**src/qbp_defs.svh**
```systemverilog
`ifndef QBP_DEFS_SVH
`define QBP_DEFS_SVH
// Register byte offsets
`define QBP_OFF_P0 5'h00
`define QBP_OFF_P1 5'h04
`define QBP_OFF_P2 5'h08
`define QBP_OFF_P3 5'h0C
`define QBP_OFF_CTRL 5'h10
`define QBP_OFF_STAT 5'h14
// Reset values and masks
`define QBP_LATCH_RST 8'hFF
`define QBP_P1_MASK 8'h3F
`define QBP_CTRL_RST 3'h0
// Control bit positions
`define QBP_CTL_EN 0
`define QBP_CTL_MASTER 1
`define QBP_CTL_PERMIT 2
// Status field positions
`define QBP_STAT_BUS 24
// Port 1 serial pin indices
`define QBP_SCLK_BIT 2
`define QBP_RX_BIT 3
`define QBP_TX_BIT 4
`define QBP_SEL_BIT 5
// Machine cycle: 6 states of 2 phases each
`define QBP_PHASE_LAST 4'hB
`define QBP_PHASE_S1P1 4'h0
`define QBP_BOOST_PHASES 4'h2
`endif

```
**src/qbp_pkg.sv**
```systemverilog
package qbp_pkg;
    // Gray sequence along input low, input high, forced high
    typedef enum logic [1:0] {
        QBP_INPUT_LOW = 2'h0,
        QBP_INPUT_HIGH = 2'h1,
        QBP_FORCED_HIGH = 2'h3,
        QBP_OUTPUT_LOW = 2'h2
    } qbp_drv_e;
    typedef struct packed {
        logic [7:0] strong_pulldown_fet;
        logic [7:0] boost_pullup_fet;
        logic [7:0] hold_pullup_fet;
        logic [7:0] sensed_pullup_fet;
    } qbp_qdrv_s;
    typedef struct packed {
        logic sclk_pushpull;
        logic sclk_tristate;
        logic tx_pushpull;
        logic tx_tristate;
        logic rx_tristate;
        logic sel_tristate;
    } qbp_ssc_ctl_s;
    typedef struct packed {
        logic tmr2_count_pin;
        logic tmr2_trigger_pin;
        logic sclk_in;
        logic serial_rx_pin;
        logic serial_select_pin;
    } qbp_p1_alt_s;
    typedef struct packed {
        logic usb_attach_detect;
        logic ext_irq0_gate_pin;
        logic ext_irq1_gate_pin;
        logic tmr0_count_pin;
        logic tmr1_count_pin;
    } qbp_p3_alt_s;
endpackage

```
**src/qbp_port_ctl.sv**
```systemverilog
`timescale 1ns/10ps
`include "qbp_defs.svh"
`default_nettype none
module qbp_port_ctl
(
    input wire logic mclk_i,
    input wire logic rst_n_i,
    input wire logic [4:0] avs_address_i,
    input wire logic avs_read_i,
    input wire logic avs_write_i,
    input wire logic [31:0] avs_writedata_i,
    output logic [31:0] avs_readdata_o,
    output logic avs_waitrequest_o,
    input wire logic [7:0] p1_pin_hi_i,
    input wire logic [7:0] p2_pin_hi_i,
    input wire logic [7:0] p3_pin_hi_i,
    input wire logic code_fetch_source_pin_n_i,
    input wire logic ext_fetch_i,
    input wire logic addr16_i,
    input wire logic bus_lo_oe_i,
    input wire logic [7:0] bus_addr_lo_i,
    input wire logic [7:0] bus_addr_hi_i,
    input wire logic [7:0] p1_alt_out_i,
    input wire logic [7:0] p3_alt_out_i,
    output logic [7:0] p0_pulldown_o,
    output logic [7:0] p0_pullup_o,
    output qbp_pkg::qbp_qdrv_s p1_drv_o,
    output qbp_pkg::qbp_qdrv_s p2_drv_o,
    output qbp_pkg::qbp_qdrv_s p3_drv_o,
    output qbp_pkg::qbp_ssc_ctl_s ssc_ctl_o,
    output qbp_pkg::qbp_p1_alt_s p1_alt_in_o,
    output qbp_pkg::qbp_p3_alt_s p3_alt_in_o
);
    logic [7:0] lat0;
    logic [7:0] lat1;
    logic [7:0] lat2;
    logic [7:0] lat3;
    logic [2:0] ctrl;
    logic [3:0] phase;
    logic [7:0] pend1;
    logic [7:0] pend2;
    logic [7:0] pend3;
    logic [7:0] boost1;
    logic [7:0] boost2;
    logic [7:0] boost3;
    logic [7:0] s1a;
    logic [7:0] s1b;
    logic [7:0] s2a;
    logic [7:0] s2b;
    logic [7:0] s3a;
    logic [7:0] s3b;
    logic bus_sel;
    logic req;
    logic take;
    logic wr_p0;
    logic wr_p1;
    logic wr_p2;
    logic wr_p3;
    logic [7:0] wd;
    logic ssc_en;
    logic ssc_master;
    logic tx_permit;
    logic sel_active;
    logic [7:0] eff1;
    logic [7:0] eff3;
    logic [31:0] next_rdata;
    logic [7:0] next_p0_pd;
    logic [7:0] next_p0_pu;
    qbp_pkg::qbp_qdrv_s next_p1;
    qbp_pkg::qbp_qdrv_s next_p2;
    qbp_pkg::qbp_qdrv_s next_p3;
    qbp_pkg::qbp_ssc_ctl_s next_ssc;

    // Driver state from latch, boost window and sensed level
    function automatic qbp_pkg::qbp_drv_e q_state(input logic l,
        input logic b, input logic s);
        if (!l)
            q_state = qbp_pkg::QBP_OUTPUT_LOW;
        else if (b)
            q_state = qbp_pkg::QBP_FORCED_HIGH;
        else if (s)
            q_state = qbp_pkg::QBP_INPUT_HIGH;
        else
            q_state = qbp_pkg::QBP_INPUT_LOW;
    endfunction

    // Fets per state: pulldown, boost, hold, sensed
    function automatic logic [3:0] q_fets(input qbp_pkg::qbp_drv_e st);
        case (st)
            qbp_pkg::QBP_INPUT_LOW: q_fets = 4'h2;
            qbp_pkg::QBP_INPUT_HIGH: q_fets = 4'h3;
            qbp_pkg::QBP_FORCED_HIGH: q_fets = 4'h7;
            qbp_pkg::QBP_OUTPUT_LOW: q_fets = 4'h8;
            default: q_fets = 4'h8;
        endcase
    endfunction

    assign bus_sel = !code_fetch_source_pin_n_i || ext_fetch_i;
    assign req = avs_read_i || avs_write_i;
    assign take = req && !avs_waitrequest_o;
    assign wd = avs_writedata_i[7:0];
    assign wr_p0 = take && avs_write_i && avs_address_i == `QBP_OFF_P0;
    assign wr_p1 = take && avs_write_i && avs_address_i == `QBP_OFF_P1;
    assign wr_p2 = take && avs_write_i && avs_address_i == `QBP_OFF_P2;
    assign wr_p3 = take && avs_write_i && avs_address_i == `QBP_OFF_P3;
    assign ssc_en = ctrl[`QBP_CTL_EN];
    assign ssc_master = ctrl[`QBP_CTL_MASTER];
    assign tx_permit = ctrl[`QBP_CTL_PERMIT];
    assign sel_active = !s1b[`QBP_SEL_BIT];
    // Peripheral outputs reach pins only through a latch holding one
    assign eff1 = lat1 & p1_alt_out_i;
    assign eff3 = lat3 & p3_alt_out_i;

    // One wait cycle per access, then a single ready cycle
    always_ff @(posedge mclk_i or negedge rst_n_i)
    begin
        if (!rst_n_i)
            avs_waitrequest_o <= 1'b1;
        else
            avs_waitrequest_o <= !(req && avs_waitrequest_o);
    end

    always_comb
    begin
        next_rdata = 32'h0;
        case (avs_address_i)
            `QBP_OFF_P0: next_rdata = {24'h0, lat0};
            `QBP_OFF_P1: next_rdata = {24'h0, lat1 & `QBP_P1_MASK};
            `QBP_OFF_P2: next_rdata = {24'h0, lat2};
            `QBP_OFF_P3: next_rdata = {24'h0, lat3};
            `QBP_OFF_CTRL: next_rdata = {29'h0, ctrl};
            `QBP_OFF_STAT:
                next_rdata = {7'h0, bus_sel, s3b, s2b, s1b & `QBP_P1_MASK};
            default: next_rdata = 32'h0;
        endcase
    end

    always_ff @(posedge mclk_i or negedge rst_n_i)
    begin
        if (!rst_n_i)
            avs_readdata_o <= 32'h0;
        else if (avs_read_i && avs_waitrequest_o)
            avs_readdata_o <= next_rdata;
    end

    // Latches: all ones at reset; bus mode refills low port
    always_ff @(posedge mclk_i or negedge rst_n_i)
    begin
        if (!rst_n_i)
        begin
            lat0 <= `QBP_LATCH_RST;
            lat1 <= `QBP_LATCH_RST;
            lat2 <= `QBP_LATCH_RST;
            lat3 <= `QBP_LATCH_RST;
        end
        else
        begin
            if (bus_sel)
                lat0 <= `QBP_LATCH_RST;
            else if (wr_p0)
                lat0 <= wd;
            if (wr_p1)
                lat1 <= wd | ~`QBP_P1_MASK;
            if (wr_p2)
                lat2 <= wd;
            if (wr_p3)
                lat3 <= wd;
        end
    end

    always_ff @(posedge mclk_i or negedge rst_n_i)
    begin
        if (!rst_n_i)
            ctrl <= `QBP_CTRL_RST;
        else if (take && avs_write_i && avs_address_i == `QBP_OFF_CTRL)
            ctrl <= avs_writedata_i[2:0];
    end

    // Phase counter, S1P1 at zero
    always_ff @(posedge mclk_i or negedge rst_n_i)
    begin
        if (!rst_n_i)
            phase <= `QBP_PHASE_S1P1;
        else if (phase == `QBP_PHASE_LAST)
            phase <= `QBP_PHASE_S1P1;
        else
            phase <= phase + 4'h1;
    end

    // Only zero-to-one edges arm the boost; new arming beats the clear
    always_ff @(posedge mclk_i or negedge rst_n_i)
    begin
        if (!rst_n_i)
        begin
            pend1 <= 8'h00;
            pend2 <= 8'h00;
            pend3 <= 8'h00;
        end
        else
        begin
            pend1 <= (phase == `QBP_PHASE_S1P1 ? 8'h00 : pend1)
                | (wr_p1 ? wd & ~lat1 & `QBP_P1_MASK : 8'h00);
            pend2 <= (phase == `QBP_PHASE_S1P1 ? 8'h00 : pend2)
                | (wr_p2 ? wd & ~lat2 : 8'h00);
            pend3 <= (phase == `QBP_PHASE_S1P1 ? 8'h00 : pend3)
                | (wr_p3 ? wd & ~lat3 : 8'h00);
        end
    end

    // Boost window covers both phases of state S1
    always_ff @(posedge mclk_i or negedge rst_n_i)
    begin
        if (!rst_n_i)
        begin
            boost1 <= 8'h00;
            boost2 <= 8'h00;
            boost3 <= 8'h00;
        end
        else if (phase == `QBP_PHASE_S1P1)
        begin
            boost1 <= pend1;
            boost2 <= pend2;
            boost3 <= pend3;
        end
        else if (phase == `QBP_BOOST_PHASES)
        begin
            boost1 <= 8'h00;
            boost2 <= 8'h00;
            boost3 <= 8'h00;
        end
    end

    // Sensed-high levels; first stage feeds the second only
    always_ff @(posedge mclk_i or negedge rst_n_i)
    begin
        if (!rst_n_i)
        begin
            s1a <= 8'h00;
            s1b <= 8'h00;
            s2a <= 8'h00;
            s2b <= 8'h00;
            s3a <= 8'h00;
            s3b <= 8'h00;
        end
        else
        begin
            s1a <= p1_pin_hi_i;
            s1b <= s1a;
            s2a <= p2_pin_hi_i;
            s2b <= s2a;
            s3a <= p3_pin_hi_i;
            s3b <= s3a;
        end
    end

    // Quasi-bidirectional driver selection
    always_comb
    begin
        logic [3:0] f;
        f = 4'h0;
        next_p1 = '0;
        next_p2 = '0;
        next_p3 = '0;
        for (int i = 0; i < 8; i++)
        begin
            f = q_fets(q_state(eff1[i], boost1[i], s1b[i]));
            {next_p1.strong_pulldown_fet[i], next_p1.boost_pullup_fet[i],
                next_p1.hold_pullup_fet[i],
                next_p1.sensed_pullup_fet[i]} = f;
            f = q_fets(q_state(lat2[i], boost2[i], s2b[i]));
            if (bus_sel && addr16_i)
                f = bus_addr_hi_i[i] ? 4'h4 : 4'h8;
            {next_p2.strong_pulldown_fet[i], next_p2.boost_pullup_fet[i],
                next_p2.hold_pullup_fet[i],
                next_p2.sensed_pullup_fet[i]} = f;
            f = q_fets(q_state(eff3[i], boost3[i], s3b[i]));
            {next_p3.strong_pulldown_fet[i], next_p3.boost_pullup_fet[i],
                next_p3.hold_pullup_fet[i],
                next_p3.sensed_pullup_fet[i]} = f;
        end
        // Bits 7:6 of port 1 have no pins
        next_p1.strong_pulldown_fet[7:6] = 2'h0;
        next_p1.hold_pullup_fet[7:6] = 2'h0;
        next_p1.sensed_pullup_fet[7:6] = 2'h0;
        next_p1.boost_pullup_fet[7:6] = 2'h0;
        // Serial pins: push-pull drives both ways, tristate drives none
        if (next_ssc.sclk_pushpull)
        begin
            next_p1.strong_pulldown_fet[`QBP_SCLK_BIT] =
                !eff1[`QBP_SCLK_BIT];
            next_p1.boost_pullup_fet[`QBP_SCLK_BIT] = eff1[`QBP_SCLK_BIT];
        end
        if (next_ssc.sclk_pushpull || next_ssc.sclk_tristate)
        begin
            next_p1.hold_pullup_fet[`QBP_SCLK_BIT] = 1'b0;
            next_p1.sensed_pullup_fet[`QBP_SCLK_BIT] = 1'b0;
        end
        if (next_ssc.sclk_tristate)
        begin
            next_p1.strong_pulldown_fet[`QBP_SCLK_BIT] = 1'b0;
            next_p1.boost_pullup_fet[`QBP_SCLK_BIT] = 1'b0;
        end
        if (next_ssc.tx_pushpull)
        begin
            next_p1.strong_pulldown_fet[`QBP_TX_BIT] = !eff1[`QBP_TX_BIT];
            next_p1.boost_pullup_fet[`QBP_TX_BIT] = eff1[`QBP_TX_BIT];
            next_p1.hold_pullup_fet[`QBP_TX_BIT] = 1'b0;
            next_p1.sensed_pullup_fet[`QBP_TX_BIT] = 1'b0;
        end
        if (next_ssc.tx_tristate)
        begin
            next_p1.strong_pulldown_fet[`QBP_TX_BIT] = 1'b0;
            next_p1.boost_pullup_fet[`QBP_TX_BIT] = 1'b0;
        end
        if (next_ssc.rx_tristate)
        begin
            next_p1.strong_pulldown_fet[`QBP_RX_BIT] = 1'b0;
            next_p1.boost_pullup_fet[`QBP_RX_BIT] = 1'b0;
            next_p1.hold_pullup_fet[`QBP_RX_BIT] = 1'b0;
            next_p1.sensed_pullup_fet[`QBP_RX_BIT] = 1'b0;
        end
        if (next_ssc.sel_tristate)
        begin
            next_p1.strong_pulldown_fet[`QBP_SEL_BIT] = 1'b0;
            next_p1.boost_pullup_fet[`QBP_SEL_BIT] = 1'b0;
            next_p1.hold_pullup_fet[`QBP_SEL_BIT] = 1'b0;
            next_p1.sensed_pullup_fet[`QBP_SEL_BIT] = 1'b0;
        end
    end

    always_comb
    begin
        next_ssc.sclk_pushpull = ssc_en && ssc_master;
        next_ssc.sclk_tristate = ssc_en && !ssc_master;
        next_ssc.tx_pushpull = ssc_en;
        next_ssc.tx_tristate = ssc_en && !ssc_master
            && !(sel_active && tx_permit);
        next_ssc.rx_tristate = ssc_en;
        next_ssc.sel_tristate = ssc_en && !ssc_master;
    end

    // Open-drain port; pullup only while the bus emits ones
    always_comb
    begin
        if (bus_sel)
        begin
            next_p0_pd = bus_lo_oe_i ? ~bus_addr_lo_i : 8'h00;
            next_p0_pu = bus_lo_oe_i ? bus_addr_lo_i : 8'h00;
        end
        else
        begin
            next_p0_pd = ~lat0;
            next_p0_pu = 8'h00;
        end
    end

    always_ff @(posedge mclk_i or negedge rst_n_i)
    begin
        if (!rst_n_i)
        begin
            p0_pulldown_o <= 8'h00;
            p0_pullup_o <= 8'h00;
            p1_drv_o <= '0;
            p2_drv_o <= '0;
            p3_drv_o <= '0;
            ssc_ctl_o <= '0;
        end
        else
        begin
            p0_pulldown_o <= next_p0_pd;
            p0_pullup_o <= next_p0_pu;
            p1_drv_o <= next_p1;
            p2_drv_o <= next_p2;
            p3_drv_o <= next_p3;
            ssc_ctl_o <= next_ssc;
        end
    end

    // Alternate inputs see the pin only through a latch holding one
    always_ff @(posedge mclk_i or negedge rst_n_i)
    begin
        if (!rst_n_i)
        begin
            p1_alt_in_o <= '0;
            p3_alt_in_o <= '0;
        end
        else
        begin
            p1_alt_in_o <= {s1b[0] & lat1[0], s1b[1] & lat1[1],
                s1b[2] & lat1[2], s1b[3] & lat1[3],
                s1b[5] & lat1[5]};
            p3_alt_in_o <= {s3b[1] & lat3[1], s3b[2] & lat3[2],
                s3b[3] & lat3[3], s3b[4] & lat3[4],
                s3b[5] & lat3[5]};
        end
    end

    chk_pd_latch: assert property (@(posedge mclk_i) disable iff (!rst_n_i)
        p3_drv_o.strong_pulldown_fet == ~$past(eff3))
        else $error("pulldown does not follow latch");
    chk_boost_s1: assert property (@(posedge mclk_i) disable iff (!rst_n_i)
        (boost3 != 8'h00) |-> (phase == 4'h1 || phase == 4'h2))
        else $error("boost outside state S1");
    chk_hold_one: assert property (@(posedge mclk_i) disable iff (!rst_n_i)
        $past(rst_n_i) |-> p3_drv_o.hold_pullup_fet == $past(eff3))
        else $error("hold pullup does not follow latch");
    chk_sensed_pin: assert property (@(posedge mclk_i) disable iff (!rst_n_i)
        p3_drv_o.sensed_pullup_fet == $past(eff3 & (s3b | boost3)))
        else $error("sensed pullup wrong");
    chk_forced_two: assert property (@(posedge mclk_i) disable iff (!rst_n_i)
        $rose(boost3[0]) |-> ##1 boost3[0] ##1 !boost3[0]
            ##1 p3_drv_o.boost_pullup_fet[0] == 1'b0)
        else $error("forced high not two phases");
    chk_no_reboost: assert property (@(posedge mclk_i) disable iff (!rst_n_i)
        (wr_p3 && wd == lat3 && pend3 == 8'h00
            && phase != `QBP_PHASE_LAST) |=> pend3 == 8'h00)
        else $error("rewrite of one armed the boost");
    chk_sclk_mode: assert property (@(posedge mclk_i) disable iff (!rst_n_i)
        ##1 ssc_ctl_o.sclk_pushpull == $past(ssc_en && ssc_master)
            && ssc_ctl_o.sclk_tristate == $past(ssc_en && !ssc_master))
        else $error("serial clock pin control wrong");
    chk_tx_float: assert property (@(posedge mclk_i) disable iff (!rst_n_i)
        (ssc_en && !ssc_master && !tx_permit) |=> ssc_ctl_o.tx_tristate)
        else $error("tx pin not tristated");
    chk_p0_ones: assert property (@(posedge mclk_i) disable iff (!rst_n_i)
        bus_sel |=> lat0 == `QBP_LATCH_RST)
        else $error("low port latch not filled in bus mode");
    chk_p0_pullup: assert property (@(posedge mclk_i) disable iff (!rst_n_i)
        (p0_pullup_o != 8'h00) |-> $past(bus_sel && bus_lo_oe_i))
        else $error("open-drain pullup outside bus");
endmodule
`default_nettype wire

```
**config.mk**
```make
export PLATFORM = sky130hd
export DESIGN_NAME = qbp_port_ctl
export DESIGN_NICKNAME = d
export VERILOG_FILES = /design/src/qbp_pkg.sv /design/src/qbp_port_ctl.sv
export VERILOG_INCLUDE_DIRS = /design/src
export SDC_FILE = /design/constraint.sdc
export NUM_CORES = 1
export LEC_CHECK = 0
export BUFFER_PORTS_ARGS = -buffer_cell sky130_fd_sc_hd__buf_2
export CAP_MARGIN = 20
export CELL_PAD_IN_SITES_DETAIL_PLACEMENT = 1
export CELL_PAD_IN_SITES_GLOBAL_PLACEMENT = 2
export CORE_MARGIN = 5
export CORE_UTILIZATION = 31
export CTS_CLUSTER_DIAMETER = 40
export DETAILED_ROUTE_END_ITERATION = 10
export PLACE_DENSITY_LB_ADDON = 0.1
export SLEW_MARGIN = 20
export SYNTH_ARGS = -nofsm -noshare
export SYNTH_HDL_FRONTEND = slang
export SYNTH_SLANG_ARGS = --single-unit
```
**constraint.sdc**
```tcl
create_clock -name mclk_i -period 1.3 [get_ports mclk_i]
set_input_delay 0.13 -clock mclk_i [delete_from_list [all_inputs] [get_ports mclk_i]]
set_output_delay 0.13 -clock mclk_i [all_outputs]
set_load 0.02 [all_outputs]
```
# --- After elaboration in Yosys (flattened, before gate mapping) ---
# Index checks and enable logic that the tools add are counted.
# W data, S select, Z words.
word_totals:
  register_bits: 278
classes:
  bitwise: 23
  eq_ne: 73
  muxes: 142
  n_reduce_logical: 51
  n_addsub: 1
ops:
  columns: ["operator", "n"]
  rows:
  - ["$pmux W4 S4", 22]
  - ["$pmux W25 S6", 1]
  - ["$mux W8", 14]
  - ["$eq A2 B2 Y1 const B", 44]
  - ["$mux W2", 44]
  - ["$mux W4", 17]
  - ["$eq A2 B1 Y1 const B", 22]
  - ["$logic_not A2 Y1", 22]
  - ["$mux W1", 42]
  - ["$not A8 Y8", 4]
  - ["$and A8 B8 Y8", 3]
  - ["$or A8 B8 Y8", 2]
  - ["$logic_and A1 B1 Y1", 14]
  - ["$and A6 B6 Y6", 2]
  - ["$mux W6", 2]
  - ["$and A1 B1 Y1", 10]
  - ["$eq A5 B4 Y1 const B", 2]
  - ["$eq A5 B5 Y1 const B", 2]
  - ["$logic_not A1 Y1", 8]
  - ["$or A8 B6 Y8", 1]
  - ["$not A6 Y6", 1]
  - ["$eq A5 B3 Y1 const B", 1]
  - ["$logic_not A5 Y1", 1]
  - ["$add A4 B1 Y4 const B", 1]
  - ["5 further kinds", 8]

# --- Longest topological paths before layout ---
depth:
  ltp_word: 7
  depth_mapped: 7
  mapped_depth_nobuf: 5

# --- Worst setup path before layout ---
# No wires, ideal clock.
synth_path:
  kind: "register to register"
  from: "register avs_waitrequest_o"
  to: "register pend2[0]"
  synth_period_minus_slack_ns: 1.558
  required_ns: 1.178
  slack_ns: -0.258
  arrival_time_ns: 1.437
  path_stages_with_launch: 7
  setup_time_ns: 0.122
  cell_sequence: "dfstp_2 -> nand2b_4 -> nor4_4 -> and2_1 -> buf_4 -> buf_6 -> a32o_1"
synth_via:
  elab_chain_len: 6
synth_rtl:
  columns: ["element", "line", "rtl"]
  rows:
  - ["start, declared", "qbp_port_ctl.sv:13", "output logic avs_waitrequest_o,"]
  - ["start signal, assigned", "qbp_port_ctl.sv:120", "avs_waitrequest_o <= !(req && avs_waitrequest_o);"]
  - ["$logic_not A1 Y1", "qbp_port_ctl.sv:100", "assign take = req && !avs_waitrequest_o;"]
  - ["$logic_and A1 B1 Y1", "qbp_port_ctl.sv:100", null]
  - ["$logic_and A1 B1 Y1", "qbp_port_ctl.sv:104", "assign wr_p2 = take && avs_write_i && avs_address_i == `QBP_OFF_P2;"]
  - ["$logic_and A1 B1 Y1 (no source line)", null, null]
  - ["$mux W8", "qbp_port_ctl.sv:204", "| (wr_p2 ? wd & ~lat2 : 8'h00);"]
  - ["$or A8 B8 Y8", "qbp_port_ctl.sv:203", "pend2 <= (phase == `QBP_PHASE_S1P1 ? 8'h00 : pend2)"]
  - ["end signal, assigned", "qbp_port_ctl.sv:203", null]
  - ["end, declared", "qbp_port_ctl.sv:41", "logic [7:0] pend2;"]
# Every way passes these cells.
# A chain may end at the register's enable or synchronous reset.

# --- Worst setup path after layout ---
layout_path:
  from: "register avs_waitrequest_o"
  to: "register lat2[0]"
layout_via:
  elab_chain_len: 4
layout_rtl:
  columns: ["element", "line", "rtl"]
  rows:
  - ["$logic_not A1 Y1", "qbp_port_ctl.sv:100", null]
  - ["$logic_and A1 B1 Y1", "qbp_port_ctl.sv:100", null]
  - ["$logic_and A1 B1 Y1", "qbp_port_ctl.sv:104", null]
  - ["$logic_and A1 B1 Y1 (no source line)", null, null]
  - ["end signal, assigned", "qbp_port_ctl.sv:153", "lat2 <= `QBP_LATCH_RST;"]
  - ["end signal, assigned", "qbp_port_ctl.sv:165", "lat2 <= wd;"]
  - ["end, declared", "qbp_port_ctl.sv:36", "logic [7:0] lat2;"]
# Every way passes these cells.

==> impl_metrics.json <==
{
  "status": "finished, violations left",
  "violations": "negative setup slack",
  "drc": 0,
  "clockRootBuffer": "clkbuf_16",
  "die_y_um": 185,
  "worst-setup-path-type": "reg2reg",
  "drive_gt1_share_pct": 44.1,
  "met1_usage_pct": 22.2,
  "first_global_vias": 7730,
  "yosysMostFrequentCell": "dfrtp_1",
  "syn_area_um2": 9510,
  "syn2layout_area_growth_pct": 50.2,
  "path_cells": "nand2b_4 -> nor4_4 -> and2_4 -> buf_12 -> mux2_4",
  "port-buffer-count": 218,
  "core.rowCount": 64,
  "io_pins": 262,
  "num_vias": 6926,
  "finalWirelength_mm": 29.5,
  "fp.dieW_um": 185,
  "insertion_delay_ns": 0.53,
  "stdcell_count": 1517,
  "fin_area_um2": 14300,
  "regArea_um2": 6770,
  "post-place-ws_ns": -0.184,
  "peakVddDrop_mv": 0.737,
  "finalSetupViolations": 65,
  "slew_viol_final": 0,
  "wire_per_inst_um": 19.4,
  "die_area_um2": 34300,
  "synth_edf_count": 0,
  "timing.final.crit_period_ns": 1.46,
  "gp_congestion": 0.782,
  "grt.busiest_layer": "met2",
  "synth.area.top_cells": "dfrtp_1 (63%), dfstp_2 (8.6%), a22o_1 (3.0%)",
  "final_core_util_pct": 46.9,
  "cts_tree": "done",
  "worstPathRequired_ns": 1.75,
  "max-cap-violations": 0,
  "grt_antenna_before_repair": 0,
  "worst_slack_ns": -0.162,
  "fmax_mhz": 684,
  "end_kind": "flip-flop",
  "rsz0062_at_grt": "true",
  "placed_area_um2": 11500,
  "synth_flop_cell": "dfrtp_1",
  "synthTopCellsByCount": "dfrtp_1 (238), nand2_1 (71), nor2_1 (48), a22o_1 (33), dfstp_2 (31)",
  "path_max_fanout": 16,
  "slowest_stage": "dfstp_2",
  "grt_overflow_total": 0,
  "synthArstFlopShare_pct": 100,
  "numCtsBuffers": 45,
  "grt_pass1_wl_mm": 45.1,
  "grt_usage_pct": 17.0,
  "path_clk_slew_ns": 0.05,
  "hpwl_mm": 20.0,
  "ys_types": 43,
  "diodes": 0,
  "via_per_inst": 4.57,
  "grt.met2_usage_pct": 28.1,
  "cp.arrival_ns": 1.91,
  "fin_crit_sh_pct": 112,
  "synth-seq-cells": 269,
  "synth_top_area_share_pct": 62.6,
  "synthCells": 715,
  "core_area_um2": 30400,
  "clockBufferDepth": 3,
  "hold_path.class": "in2async",
  "p_per_area_nw_per_um2": 1690,
  "ys_seq_area_share_pct": 71.2,
  "hold_viol_final": 0,
  "start_kind": "flip-flop",
  "start_util_pct": 31.2,
  "dr.first_iter.drc_count": 211,
  "drtAntennaViolNets": 0,
  "p_leak_nw": 7.16,
  "syn_avg_cell_area_um2": 13.3,
  "htree_levels": 2,
  "final_nets": 1189,
  "grt_max_degree": 57,
  "num-fill-cells": 3184,
  "slowest_delay_ns": 0.37,
  "multiInputGateArea_um2": 2720,
  "firstDrtPassIters": 4,
  "place_inst": 1356,
  "synth_warnings": 0,
  "cts.sinks": 269,
  "yosysTopAreaCell": "dfrtp_1",
  "crit_buf_inv": 1,
  "finClkSkew_ns": 0.0111,
  "gr-usage-met3_pct": 4.32,
  "hold_ws_ns": 0.0691,
  "crit_family": "simple AND/OR/NAND/NOR gates"
}
## timing repair
item,4_1_cts,5_1_grt
resized for setup,50,76
endpoints found under the hold margin,367,0
hold buffers,64,0
setup buffers,2,6
pin swaps,3,41
endpoints found under the setup margin,93,75
cloned,4,3
## registers in the layout, indices dropped and copies added, names as in the netlist, 24 cells and up
register,cells
avs_readdata_o,25
p1_drv_o,24
p2_drv_o,32
p3_drv_o,32
## path summary, 6_finish.rpt
kind	start	to	slack (ns)	depth (start not counted)
min in group mclk_i	avs_address_i[4]	pend3[4]	0.16	5
min	rst_n_i	p1_drv_o[18]	0.07	2
max	avs_waitrequest_o	lat2[0]	-0.16	5
min reg2reg	s1a[5]	s1b[5]	0.34	0
max in group asynchronous	rst_n_i	lat1[4]	0.59	3
max reg2reg	avs_waitrequest_o	lat2[0]	-0.16	5
## per-stage QoR
| stage | TNS [ns] | power, mW |
|---|---|---|
| detailed placement | -7.05 | 11.8 |
| CTS | -3.82 | 24.4 |
| floorplan | -4.26 | 10.6 |
| finish | -5.93 | 24.2 |
| global route | -8.47 | 25.2 |
| global placement | -4.72 | 11.8 |
## layout by cell type, fill, tap and decap left out, types with 17 or more instances in the layout
cell type      count
nand2_1           58
buf_2            216
dfstp_2           31
nor2_1            42
and3_1            21
a21oi_1           21
buf_4             44
dlygate4sd3_1     64
inv_1             27
a22o_1            33
mux2_4            17
dfrtp_1          238
clkbuf_16         50
## where the power goes
| group | leakage, nW | internal [mW] | switching (mW) |
|---|---|---|---|
| Sequential | 3.39 | 9.03 | 0.306 |
| Clock | 0.760 | 7.98 | 4.17 |
| Combinational | 3.01 | 1.13 | 1.59 |
## metal layers
layer	part of all wire, %	up-vias
met5	0	-
met4	1.9	0
met3	6.5	43
met2	49	192
met1	43	3511
li1	-	3180
## cells by family (layout without fill, tap and decap cells)
kind of cell	Yosys count	in the layout	synth area share, %
flip-flops	269	269	71.2
AND/OR/NAND/NOR	212	212	10.9
AO/OA/AOI/OAI	125	125	9.41
buffers and inverters	78	470	4.43
multiplexers	27	27	3.65
adder cells (fa/ha/maj)	3	3	0.395
other	1	15	0.0394
## final cells by class
type                    count  share of cell area (%)
clock buffers              57                    8.64
clock inverters            26                    2.36
inverters                  29                   0.762
multi-input cells         382                    19.1
flip-flops and latches    269                    47.4
well taps                 396                    3.47
repair buffers            358                    18.3
## worst reg2reg max path, delay by kind of cell, from the launching register on
kind | cells | cell delay, ns
buffers and inverters | 1 | 0.15
DFF | 1 | 0.37
muxes | 1 | 0.31
and+or+nand+nor | 3 | 0.55
Power figures use the tool's default switching activity.
